$ cat src/pkg/cic_defs.vh
`ifndef CIC_DEFS_VH
`define CIC_DEFS_VH
// ----------------------------------------
// Register addresses
// ----------------------------------------
`define CIC_ADDR_PRIO 8'hf9
`define CIC_ADDR_REQ 8'hfa
`define CIC_ADDR_MASK 8'hfb
`define CIC_ADDR_PROC_CTRL 8'h0c
`define CIC_ADDR_PROT_LO 8'h80
`define CIC_ADDR_PROT_HI 8'hef
// ----------------------------------------
// Field positions
// ----------------------------------------
`define CIC_MASK_GLOBAL 7
`define CIC_MASK_PROTECT 6
`define CIC_REQ_EDGE_HI 7
`define CIC_REQ_EDGE_LO 6
`define CIC_PROC_CLR_BIT 0
`define CIC_REQ_DSP 3
// ----------------------------------------
// Reset values
// ----------------------------------------
`define CIC_RST_MASK 8'h00
`define CIC_RST_REQ 8'h00
`define CIC_RST_PRIO 8'h00
// ----------------------------------------
// Edge select codes
// ----------------------------------------
`define CIC_EDGE_FF 2'h0
`define CIC_EDGE_FR 2'h1
`define CIC_EDGE_RF 2'h2
`define CIC_EDGE_BB 2'h3
`endif

$ cat src/hw/cic_irq_ctrl.v
`timescale 1ns/10ps
`default_nettype none
// Notes on behaviour
// - Six request sources exist: three port 3 pins, two timers and the signal processor.
// - The mask register enables all requests by a global bit and each one by its own bit.
// - Request n vectors through program bytes 2n and 2n+1, which hold the 16-bit handler address.
// - Among several pending enabled requests, a software-set priority register picks the winner.
// - A grant runs a machine cycle that disables interrupts, pushes PC and flags, then jumps.
// - With requests masked, software can poll the request register to see what is pending.
// - Comparator input one feeds request two and comparator input two feeds request zero.
// - Request register bits 7:6 select edges for pins 1 and 2 (FF, FR, RF, both-both).
// - Timer zero end of count raises request four and timer one raises request five.
// - Mask bit 6 set blocks register accesses from 80h to EFh, control registers excepted.
// - Request one comes from pin 3 of port 3 and triggers only on its falling edge.
// - The signal processor sets request three; writing 1 to the control bit clears it, 0 does nothing.
`include "cic_defs.vh"
module cic_irq_ctrl #(
  parameter N = 6
) (
  input wire mclk_i,
  input wire resetn_i,
  input wire port3_pin1_i,
  input wire port3_pin2_i,
  input wire port3_pin3_i,
  input wire comparator_mode_i,
  input wire comparator_input_one_i,
  input wire comparator_input_two_i,
  input wire timer_zero_eoc_i,
  input wire timer_one_eoc_i,
  input wire request_three_dsp_set_i,
  input wire reg_wr_i,
  input wire reg_rd_i,
  input wire [7:0] reg_addr_i,
  input wire [7:0] reg_wdata_i,
  input wire cpu_ready_i,
  input wire [15:0] cpu_pc_i,
  input wire [7:0] cpu_flags_i,
  input wire [7:0] vec_rdata_i,
  input wire irq_return_i,
  output reg [7:0] reg_rdata_o,
  output reg reg_blocked_o,
  output reg int_cycle_o,
  output reg [15:0] vec_addr_o,
  output reg vec_rd_o,
  output reg stack_push_o,
  output reg [7:0] stack_data_o,
  output reg jump_o,
  output reg [15:0] jump_addr_o,
  output reg [2:0] grant_index_o
);
  // ----------------------------------------
  // Input synchronisers
  // ----------------------------------------
  localparam NP = 5;
  wire [NP-1:0] raw_in;
  reg [NP-1:0] sync1_reg;
  reg [NP-1:0] sync2_reg;
  reg [NP-1:0] prev_reg;
  assign raw_in = {comparator_input_two_i, comparator_input_one_i, port3_pin3_i,
                   port3_pin2_i, port3_pin1_i};
  genvar g;
  generate
    for (g = 0; g < NP; g = g + 1) begin : g_sync
      always @(posedge mclk_i) begin
        if (!resetn_i) begin
          sync1_reg[g] <= 1'b1;
          sync2_reg[g] <= 1'b1;
          prev_reg[g] <= 1'b1;
        end else begin
          sync1_reg[g] <= raw_in[g];
          sync2_reg[g] <= sync1_reg[g];
          prev_reg[g] <= sync2_reg[g];
        end
      end
    end
  endgenerate
  wire [NP-1:0] fall = prev_reg & ~sync2_reg;
  wire [NP-1:0] rise = ~prev_reg & sync2_reg;

  // ----------------------------------------
  // Registers and edge decode
  // ----------------------------------------
  reg [7:0] mask_reg;
  reg [7:0] prio_reg;
  reg [5:0] pend_reg;
  reg [5:0] pend_next;
  reg [1:0] edge_sel_reg;
  reg p1_hit;
  reg p2_hit;
  // Comparator mode swaps the pin sources for the analog inputs
  wire [1:0] src_fall = comparator_mode_i ? fall[4:3] : fall[1:0];
  wire [1:0] src_rise = comparator_mode_i ? rise[4:3] : rise[1:0];
  always @* begin
    case (edge_sel_reg)
      `CIC_EDGE_FF: begin
        p1_hit = src_fall[0];
        p2_hit = src_fall[1];
      end
      `CIC_EDGE_FR: begin
        p1_hit = src_fall[0];
        p2_hit = src_rise[1];
      end
      `CIC_EDGE_RF: begin
        p1_hit = src_rise[0];
        p2_hit = src_fall[1];
      end
      default: begin
        p1_hit = src_fall[0] | src_rise[0];
        p2_hit = src_fall[1] | src_rise[1];
      end
    endcase
  end
  // Source map: comparator one/pin1 -> 2, comparator two/pin2 -> 0
  wire [5:0] det = {timer_one_eoc_i, timer_zero_eoc_i, request_three_dsp_set_i,
                    p1_hit, fall[2], p2_hit};

  // Protection window excludes the control registers at F0h and up
  wire in_prot = (reg_addr_i >= `CIC_ADDR_PROT_LO) && (reg_addr_i <= `CIC_ADDR_PROT_HI);
  wire blocked = mask_reg[`CIC_MASK_PROTECT] && in_prot;
  wire wr_ok = reg_wr_i && !blocked;
  wire [5:0] enabled = pend_reg & mask_reg[5:0] & {6{mask_reg[`CIC_MASK_GLOBAL]}};

  // ----------------------------------------
  // Grant state machine
  // ----------------------------------------
  localparam S_IDLE = 3'h0;
  localparam S_PCLO = 3'h1;
  localparam S_PCHI = 3'h2;
  localparam S_FLAG = 3'h3;
  localparam S_VHI = 3'h4;
  localparam S_VLO = 3'h5;
  localparam S_JUMP = 3'h6;
  localparam S_SVC = 3'h7;
  reg [2:0] state_reg;
  reg [2:0] idx_reg;
  reg [7:0] vhi_reg;
  wire found;
  wire [2:0] pick;
  cic_prio_pick #(.N(N)) u_pick (
    .pend_i(enabled),
    .start_i(prio_reg[2:0] % 3'd6),
    .found_o(found),
    .index_o(pick)
  );
  wire grant = (state_reg == S_IDLE) && found && cpu_ready_i;

  always @* begin
    pend_next = pend_reg;
    if (wr_ok && reg_addr_i == `CIC_ADDR_REQ) begin
      pend_next = reg_wdata_i[5:0];
    end
    if (wr_ok && reg_addr_i == `CIC_ADDR_PROC_CTRL && reg_wdata_i[`CIC_PROC_CLR_BIT]) begin
      pend_next[`CIC_REQ_DSP] = 1'b0;
    end
    if (grant) begin
      pend_next[pick] = 1'b0;
    end
    // Set wins over any clear in the same cycle; masking never stops capture
    pend_next = pend_next | det;
  end

  always @(posedge mclk_i) begin
    if (!resetn_i) begin
      mask_reg <= `CIC_RST_MASK;
      prio_reg <= `CIC_RST_PRIO;
      pend_reg <= 6'h00;
      edge_sel_reg <= 2'h0;
      state_reg <= S_IDLE;
      idx_reg <= 3'h0;
      vhi_reg <= 8'h00;
      reg_rdata_o <= 8'h00;
      reg_blocked_o <= 1'b0;
      int_cycle_o <= 1'b0;
      vec_addr_o <= 16'h0000;
      vec_rd_o <= 1'b0;
      stack_push_o <= 1'b0;
      stack_data_o <= 8'h00;
      jump_o <= 1'b0;
      jump_addr_o <= 16'h0000;
      grant_index_o <= 3'h0;
    end else begin
      pend_reg <= pend_next;
      reg_blocked_o <= (reg_wr_i || reg_rd_i) && blocked;
      if (wr_ok && reg_addr_i == `CIC_ADDR_MASK) begin
        mask_reg <= reg_wdata_i;
      end
      if (wr_ok && reg_addr_i == `CIC_ADDR_PRIO) begin
        prio_reg <= reg_wdata_i;
      end
      if (wr_ok && reg_addr_i == `CIC_ADDR_REQ) begin
        edge_sel_reg <= reg_wdata_i[`CIC_REQ_EDGE_HI:`CIC_REQ_EDGE_LO];
      end
      reg_rdata_o <= 8'h00;
      if (reg_rd_i && !blocked) begin
        case (reg_addr_i)
          `CIC_ADDR_REQ: reg_rdata_o <= {edge_sel_reg, pend_reg};
          `CIC_ADDR_MASK: reg_rdata_o <= mask_reg;
          `CIC_ADDR_PRIO: reg_rdata_o <= prio_reg;
          `CIC_ADDR_PROC_CTRL: reg_rdata_o <= {7'h00, pend_reg[`CIC_REQ_DSP]};
          default: reg_rdata_o <= 8'h00;
        endcase
      end
      stack_push_o <= 1'b0;
      vec_rd_o <= 1'b0;
      jump_o <= 1'b0;
      case (state_reg)
        S_IDLE: begin
          if (grant) begin
            // Interrupts stay off until the handler returns
            int_cycle_o <= 1'b1;
            idx_reg <= pick;
            grant_index_o <= pick;
            stack_push_o <= 1'b1;
            stack_data_o <= cpu_pc_i[7:0];
            state_reg <= S_PCLO;
          end
        end
        S_PCLO: begin
          stack_push_o <= 1'b1;
          stack_data_o <= cpu_pc_i[15:8];
          state_reg <= S_PCHI;
        end
        S_PCHI: begin
          stack_push_o <= 1'b1;
          stack_data_o <= cpu_flags_i;
          state_reg <= S_FLAG;
        end
        S_FLAG: begin
          vec_rd_o <= 1'b1;
          vec_addr_o <= {12'h000, idx_reg, 1'b0};
          state_reg <= S_VHI;
        end
        S_VHI: begin
          vec_rd_o <= 1'b1;
          vec_addr_o <= {12'h000, idx_reg, 1'b1};
          state_reg <= S_VLO;
        end
        S_VLO: begin
          // High byte is valid only one cycle after its fetch strobe
          vhi_reg <= vec_rdata_i;
          state_reg <= S_JUMP;
        end
        S_JUMP: begin
          jump_o <= 1'b1;
          jump_addr_o <= {vhi_reg, vec_rdata_i};
          state_reg <= S_SVC;
        end
        default: begin
          if (irq_return_i) begin
            int_cycle_o <= 1'b0;
            state_reg <= S_IDLE;
          end
        end
      endcase
    end
  end
endmodule
`default_nettype wire

$ cat src/hw/cic_prio_pick.v
`timescale 1ns/10ps
`default_nettype none
// ----------------------------------------
// Priority pick: rotates the scan start
// ----------------------------------------
module cic_prio_pick #(
  parameter N = 6
) (
  input wire [N-1:0] pend_i,
  input wire [2:0] start_i,
  output reg found_o,
  output reg [2:0] index_o
);
  integer k;
  integer sum;
  reg [3:0] idx;
  always @* begin
    found_o = 1'b0;
    index_o = 3'h0;
    idx = 4'h0;
    sum = 0;
    // Scan from highest offset down so the first in rotation wins last
    for (k = N - 1; k >= 0; k = k - 1) begin
      sum = (start_i + k) % N;
      idx = sum[3:0];
      if (pend_i[idx[2:0]]) begin
        found_o = 1'b1;
        index_o = idx[2:0];
      end
    end
  end
endmodule
`default_nettype wire

$ cat config.mk
export PLATFORM = sky130hd
export DESIGN_NAME = cic_irq_ctrl
export DESIGN_NICKNAME = d
export VERILOG_FILES = /design/src/hw/cic_irq_ctrl.v /design/src/hw/cic_prio_pick.v
export VERILOG_INCLUDE_DIRS = /design/src /design/src/pkg
export SDC_FILE = /design/constraint.sdc
export NUM_CORES = 1
export LEC_CHECK = 0
export ABC_AREA = 1
export BUFFER_PORTS_ARGS = -buffer_cell sky130_fd_sc_hd__buf_2
export CORE_UTILIZATION = 40
export CTS_BUF_LIST = sky130_fd_sc_hd__clkbuf_16
export CTS_CLUSTER_DIAMETER = 60
export DETAILED_ROUTE_END_ITERATION = 8
export PLACE_DENSITY = 0.7
export SYNTH_ARGS = -nofsm -noshare
export SYNTH_HDL_FRONTEND = slang
export SYNTH_SLANG_ARGS = --single-unit
export TNS_END_PERCENT = 30
$ cat constraint.sdc
create_clock -name mclk_i -period 3.95 [get_ports mclk_i]
set_input_delay 0.1975 -clock mclk_i [delete_from_list [all_inputs] [get_ports mclk_i]]
set_output_delay 0.1975 -clock mclk_i [all_outputs]
set_load 0.02 [all_outputs]
==> metrics, run 1 <==
std cell rows=39; post-CTS setup buffers=0; FF-to-FF setup slack=0.66 ns; EDFF count, synth=0; distinct cell type count after synthesis=43; Pwr per Cell Area=435 nW/µm²; chip width=111 µm; Root Buffer=clkbuf_16; Req. time, crit path=4.13 ns; Sw Pwr=0.773 mW; hold_buf cts=0; port bufs=106; outcome=complete, but fails checks; Post-DRT Antenna Nets=0; Gates resized, CTS repair=0; CTS Buf Count=9; vias in the first global route=4308; final wirelength=11400 µm; failing checks=DRC; met1 GRT Util=25.6%; Final period util=83.2%; number of flip-flops in the largest register=16; relative slew slack=44.8%; Max Slew Vio Count=0; # diodes=0; Tmin final=3.29 ns; Initial DRT Pass Iterations=7; Post-Route Utilization=49.2%; HP Start=comparator_input_two_i; Hold Path Stages=2; RSZ-0062 raised after global routing=no; worst-path maximum fanout=8; share of post-route cells with drive strength above 1=21.6%; # setup viols final=0; die height=111 µm; # IOs=119; Cells after Synth=688; GR peak layer=met2; switching portion of total power=31.4%; Comb power frac=19.0%; commonest cells in the netlist=nand2_1, nor2_1, dfxtp_1; worst reg2reg path depth=22; setup TNS=0 ns; ys flop type=dfxtp_1; GRT Residual Overflow=0; Max Fclk=304 MHz; initial antenna violation count=0; Peak VDD IR=266 µV; CP Class=register to register; Clk pwr share=37.5%; DRT iter0 DRCs=187; Seq pwr share=43.5%; crit path DAT=3.47 ns; Crit. End Element=register; top post-synthesis cells by area=dfxtp_1, nand2_1, nor2_1, inv_1, nand3_1; Most flops, register=jump_addr_o; top-count cell post-synth=nand2_1; largest net degree at the start of global routing=61; MaxCap Viol Count=0; met3 GRT Util=6.34%; clock latency on the worst-skew pair=0.35 ns; Syn. warnings=0; area of the multi-input gates=2390 µm²; Post-route DRC=10; Mean Syn Cell Area=6.90 µm²; first-pass GRT wire length=19900 µm; detailed-route via count=4529; Pleak=2.92 nW; Critical Path Source Type=register; met2 usage=31.4%; post-synth top area cell=dfxtp_1; # fillers=1179; Final Hold Vio Count=0; H-Tree Depth=3; Hold EP=sync1_reg[4]; register area=1880 µm²; drt wl/cell=12.2 µm; R2R Path End=pend_reg[0]; initial core utilization=41.2%; HPWL Detailed=8360 µm; final net count=858; flops & latches, synth=94; top-area cell type share of the netlist area=39.6%; Syn Std Cell Area=4750 µm²; async set-or-reset flop fraction in the synthesized netlist=0%; overall global routing resource usage=19.7%; gpl congestion=0.854; internal power=1.69 mW; vias per cell=4.85; sequential fraction of the synthesis area=39.6%; reg2reg start=prio_reg[2]; Hold Path Class=input pin to register; clk sinks=94; core area=11500 µm²; Layout Skew=0.0159 ns; P&R area growth vs syn=19.3%; slew at the pin closest to its max-slew limit=0.828 ns; CTS clock-pin slew for the worst setup and hold paths=0.07 ns; Die Footprint=12300 µm²; maximum clock path buffer count=2; CTS tree=yes
power by group through the flow:
stage / sequential, mW / clock, mW / combinational, mW
3_5_place_dp: 1.09 / 0 / 0.469
6_report: 1.07 / 0.925 / 0.468
4_1_cts: 1.07 / 0.939 / 0.470
3_3_place_gp: 1.09 / 0 / 0.464
5_1_grt: 1.08 / 0.987 / 0.523
2_1_floorplan: 1.13 / 0 / 0.294
stage by stage:
stage               hold slack, ns  instance area (µm²)  setup WS [ns]  instances  power (mW)
global placement             0.383                 5350          0.827        917        1.56
finish                      0.0338                 5670          0.662        933        2.47
global route                0.0264                 5670          0.363        933        2.59
CTS                         0.0270                 5670          0.671        933        2.48
detailed placement           0.386                 5350          0.697        917        1.56
floorplan                    0.304                 4790          0.973        699        1.42
cells in the final DEF (no fill, tap or decap), types with 6 or more instances in the layout:
cell type,synthesis,routed
buf_2,3,106
a21oi_1,22,22
nand3_1,55,55
conb_1,1,12
o21ai_0,50,50
nor3_1,7,7
nor2_1,106,106
inv_1,77,77
a211oi_1,6,6
nand2_1,127,127
o21ai_1,10,10
dfxtp_1,94,94
or2_2,11,11
nor2_2,11,11
nand2_2,6,6
ha_1,10,10
clkbuf_16,0,9
nand4_1,14,14
per-layer routing:
layer	part of all wire, %	vias up
met5	0	-
met4	1.5	0
met3	6.4	17
met2	44	108
met1	48	2012
li1	-	2392
area by class of cell:
type | count | area share, %
inverter | 88 | 5.92
timing repair buffer | 110 | 9.89
sequential | 94 | 33.2
clock inverter | 7 | 1.72
clock buffer | 9 | 3.97
multi-input combinational | 482 | 42.1
tap | 143 | 3.16
critical path, cell delays in order, from the launching register on:
cell,delay [ns]
dfxtp_1,0.33
inv_1,0.10
ha_1,0.35
ha_1,0.23
inv_1,0.05
ha_1,0.31
ha_1,0.28
nor2_1,0.10
nand2_1,0.05
nand2_1,0.07
nand2_1,0.06
nand2_2,0.08
nand2_1,0.06
nand2_1,0.07
nand2_1,0.07
nor2_1,0.16
nor2_2,0.08
nand4_1,0.12
nand2_2,0.11
nor2_1,0.22
nand3_1,0.11
nand2_1,0.07
a21oi_1,0.06
worst max path at each step:
stage                      from     endpoint  slack [ns]  cells after the start
floorplan           prio_reg[2]  pend_reg[5]        0.97                     23
global placement    prio_reg[2]  pend_reg[5]        0.83                     22
detailed placement  prio_reg[2]  pend_reg[0]        0.70                     22
CTS                 prio_reg[2]  pend_reg[0]        0.67                     22
global route        prio_reg[2]  pend_reg[5]        0.36                     22
finish              prio_reg[2]  pend_reg[0]        0.66                     22
cell families after synthesis:
family	count (synthesis)	share of synthesized area (%)
DFF	94	39.6
AOI/OAI and AO/OA	107	12.7
muxes	3	0.632
adders and majority gates	10	2.63
other	1	0.0790
buffers and inverters	123	11.0
and+or+nand+nor	350	33.4
No activity file was read; power rests on OpenSTA's default activity.
==> inputs of run 2 (changes only) <==
- ABC_AREA: 1 -> 0
- PLACE_DENSITY: 0.7 -> 0.72
- clock period: 3.95 -> 2.85 ns (I/O delays scaled with it)
==> run 2 against run 1 <==
  * The run ends with setup timing left
  * Fmax fell by 0.68%
  * Critical path depth fell by 7
  * Die area rose by 7.0%
  * Combinational power fell by 64%
==> metrics, run 2 <==
outcome=complete, but fails checks; failing checks=setup timing; crit path DAT=3.58 ns (+0.11 ns); Max Fclk=302 MHz (-0.68%); initial core utilization=41.7% (+0.43 points); P&R area growth vs syn=31.9%; Post-route DRC=0 (-10); MaxCap Viol Count=0 (unchanged); Syn Std Cell Area=5090 µm² (+7.1%); slew at the pin closest to its max-slew limit=0.713 ns (-0.114 ns); fin worst setup slack=-0.460 ns (-1.12 ns); post-synthesis xor/xnor area fraction=0.344% (+0.34 points); Root Buffer=clkbuf_16; RSZ-0062 raised after global routing=yes; first-pass GRT wire length=22900 µm (+15%); DRT iter0 DRCs=435 (+130%); Layout Skew=0.0124 ns (-0.00358 ns); clk sinks=94 (unchanged); std cell rows=40 (+2.6%); Mean Syn Cell Area=8.19 µm² (+19%); # setup viols final=20 (+20); met2 usage=37.3% (+5.9 points); Synth Area in Adders=2.70% (+0.070 points); # IOs=119 (unchanged); Pleak=2.80 nW (-4.3%); Die Footprint=13200 µm² (+7.0%); commonest non-fill, non-tap cell in the layout=buf_2; HPWL Detailed=10500 µm (+25%); H-Tree Depth=3 (unchanged); top post-synthesis cells by area=dfxtp_1, mux2i_1, nand2_1, a21oi_1, nor2_1; Placed Area=6170 µm² (+15%); Crit. End Element=register; clock latency on the worst-skew pair=0.34 ns (about the same); Hold Path Class=input pin to register; vias per cell=5.27 (+8.7%); Peak VDD IR=310 µV (+16%); detailed-route via count=5016 (+11%); Synth Area in Compound Gates=21.2% (+8.5 points); post-synth top area cell=dfxtp_1; initial antenna violation count=0 (unchanged); commonest cells in the netlist=dfxtp_1, nand2_1, nor2_1; Syn. warnings=0 (unchanged); Final Hold Vio Count=0 (unchanged); chip width=115 µm (+3.4%); maximum clock path buffer count=2 (unchanged); sequential fraction of the synthesis area=37.0% (-2.6 points); vias in the first global route=4859 (+13%); simple logic cell fraction of the synthesized area=24.5% (-8.9 points); CTS clock-pin slew for the worst setup and hold paths=0.07 ns (about the same); distinct cell type count after synthesis=77 (+79%); Final period util=116% (+33 points); design area=6710 µm² (+18%); share of post-route cells with drive strength above 1=32.2% (+11 points); largest net degree at the start of global routing=43 (-30%); Cells after Synth=621 (-9.7%); Critical Path Source Type=register; top-count cell post-synth=dfxtp_1; relative slew slack=52.1% (+7.3 points); worst-path maximum fanout=6 (-2); most frequent cells in the layout=buf_2, dfxtp_1, nand2_1, buf_4, nor2_1; drt wl/cell=14.7 µm (+21%); Pwr per Cell Area=416 nW/µm² (-4.5%); core area=12200 µm² (+6.0%); CP Class=register to register; Tmin final=3.31 ns (+0.0226 ns); CTS tree=yes; Post-DRT Antenna Nets=0 (unchanged); number of flip-flops in the largest register=16 (unchanged); final wirelength=14000 µm (+23%); Req. time, crit path=3.12 ns (-1.01 ns); final net count=852 (-0.70%); GRT Residual Overflow=0 (unchanged); Initial DRT Pass Iterations=5 (-2); met1 GRT Util=27.8% (+2.2 points); # diodes=0 (unchanged); overall global routing resource usage=21.6% (+2.0 points); multiplexer share of the synthesized area=7.18% (+6.5 points); met3 GRT Util=4.11% (-2.2 points); top-area cell type share of the netlist area=37.0% (-2.6 points); die height=115 µm (+3.4%); async set-or-reset flop fraction in the synthesized netlist=0% (unchanged); largest family of logic cells by synthesized area=simple AND/OR/NAND/NOR gates; gpl congestion=0.865 (+1.3%); CTS Buf Count=9 (unchanged); Max Slew Vio Count=0 (unchanged); setup slack at placement=-0.477 ns (-1.17 ns); EDFF count, synth=0 (unchanged); flops & latches, synth=94 (unchanged); ys flop type=dfxtp_1; GR peak layer=met2; port bufs=106 (unchanged); Most flops, register=jump_addr_o
[run 2: cell types whose count changed in the layout (fill, tap and decap cells not counted), sizes merged, moves of 27 or more]
cell / before / now
buf: 110 / 183
inv: 89 / 25
nor2: 118 / 68
nand2: 133 / 84
o21ai: 61 / 13
nand3: 57 / 21
a21oi: 23 / 58
mux2i: 3 / 32
nand2b: 0 / 27
[run 2: stage by stage]
step | setup TNS, ns | power, mW | util (%) | cells | hold slack, ns
6_report | -7.60 | 2.79 | 55.0 | 951 | 0.0445
5_1_grt | -10.02 | 2.90 | 55.0 | 951 | 0.0381
4_1_cts | -6.15 | 2.81 | 54.0 | 944 | 0.00126
3_5_place_dp | -7.02 | 1.53 | 50.5 | 920 | 0.338
3_3_place_gp | -4.97 | 1.53 | 50.5 | 920 | 0.335
2_1_floorplan | -2.40 | 1.47 | - | 632 | 0.244
[run 2: final timing paths]
check | startpoint | depth (start not counted) | endpoint | slack [ns]
worst max-delay path | prio_reg[2] | 15 | stack_data_o[7] | -0.46
worst min-delay path | request_three_dsp_set_i | 2 | pend_reg[3] | 0.04
worst max register to register | prio_reg[2] | 15 | stack_data_o[7] | -0.46
worst min register to register | sync1_reg[0] | 1 | sync2_reg[0] | 0.42
[run 2: cell families after synthesis]
group	Yosys count
buf+inv	74
flops	94
other cells	1
fa+ha+maj	11
xor+xnor	2
compound gates	151
simple gates	252
mux	36
[run 2: repair_timing]
item | 4_1_cts | 5_1_grt
resized for setup | 9 | 14
setup buffers | 3 | 6
gates cloned | 1 | 0
endpoints found under the setup margin | 20 | 20
pin swaps | 7 | 10
hold buffers | 4 | 1
endpoints found under the hold margin | 4 | 1
[run 2: area by class of cell]
class                   instances  area [µm²]
flip-flops and latches         94        1890
clock buffers                   9         225
fillers                      1127        5500
multi-input cells             464        3050
repair buffers                188        1170
clock inverters                 7        97.6
well taps                     168         210
inverters                      21        81.3
[run 2: report_power, final]
| part | total (mW) | internal (mW) | switching, mW |
|---|---|---|---|
| Sequential | 1.34 | 1.33 | 0.0122 |
| Clock | 1.28 | 0.713 | 0.566 |
| Combinational | 0.170 | 0.0719 | 0.0985 |
| Total | 2.79 | 2.11 | 0.677 |
[run 2: layer usage]
layer	wire length (µm)	vias up
met5	0	-
met4	181	0
met3	734	13
met2	6820	162
met1	6270	2344
li1	-	2497
[run 2: worst max-delay path, stage by stage, from the launching register on]
cell      delay (ns)
dfxtp_2         0.35
inv_2           0.05
ha_4            0.16
ha_4            0.15
inv_2           0.05
ha_4            0.21
buf_6           0.13
nand2b_4        0.14
o31a_1          0.31
o221ai_4        0.23
mux2i_2         0.30
nand4b_1        0.21
o21a_1          0.27
o31ai_2         0.27
buf_4           0.21
mux2i_1         0.19
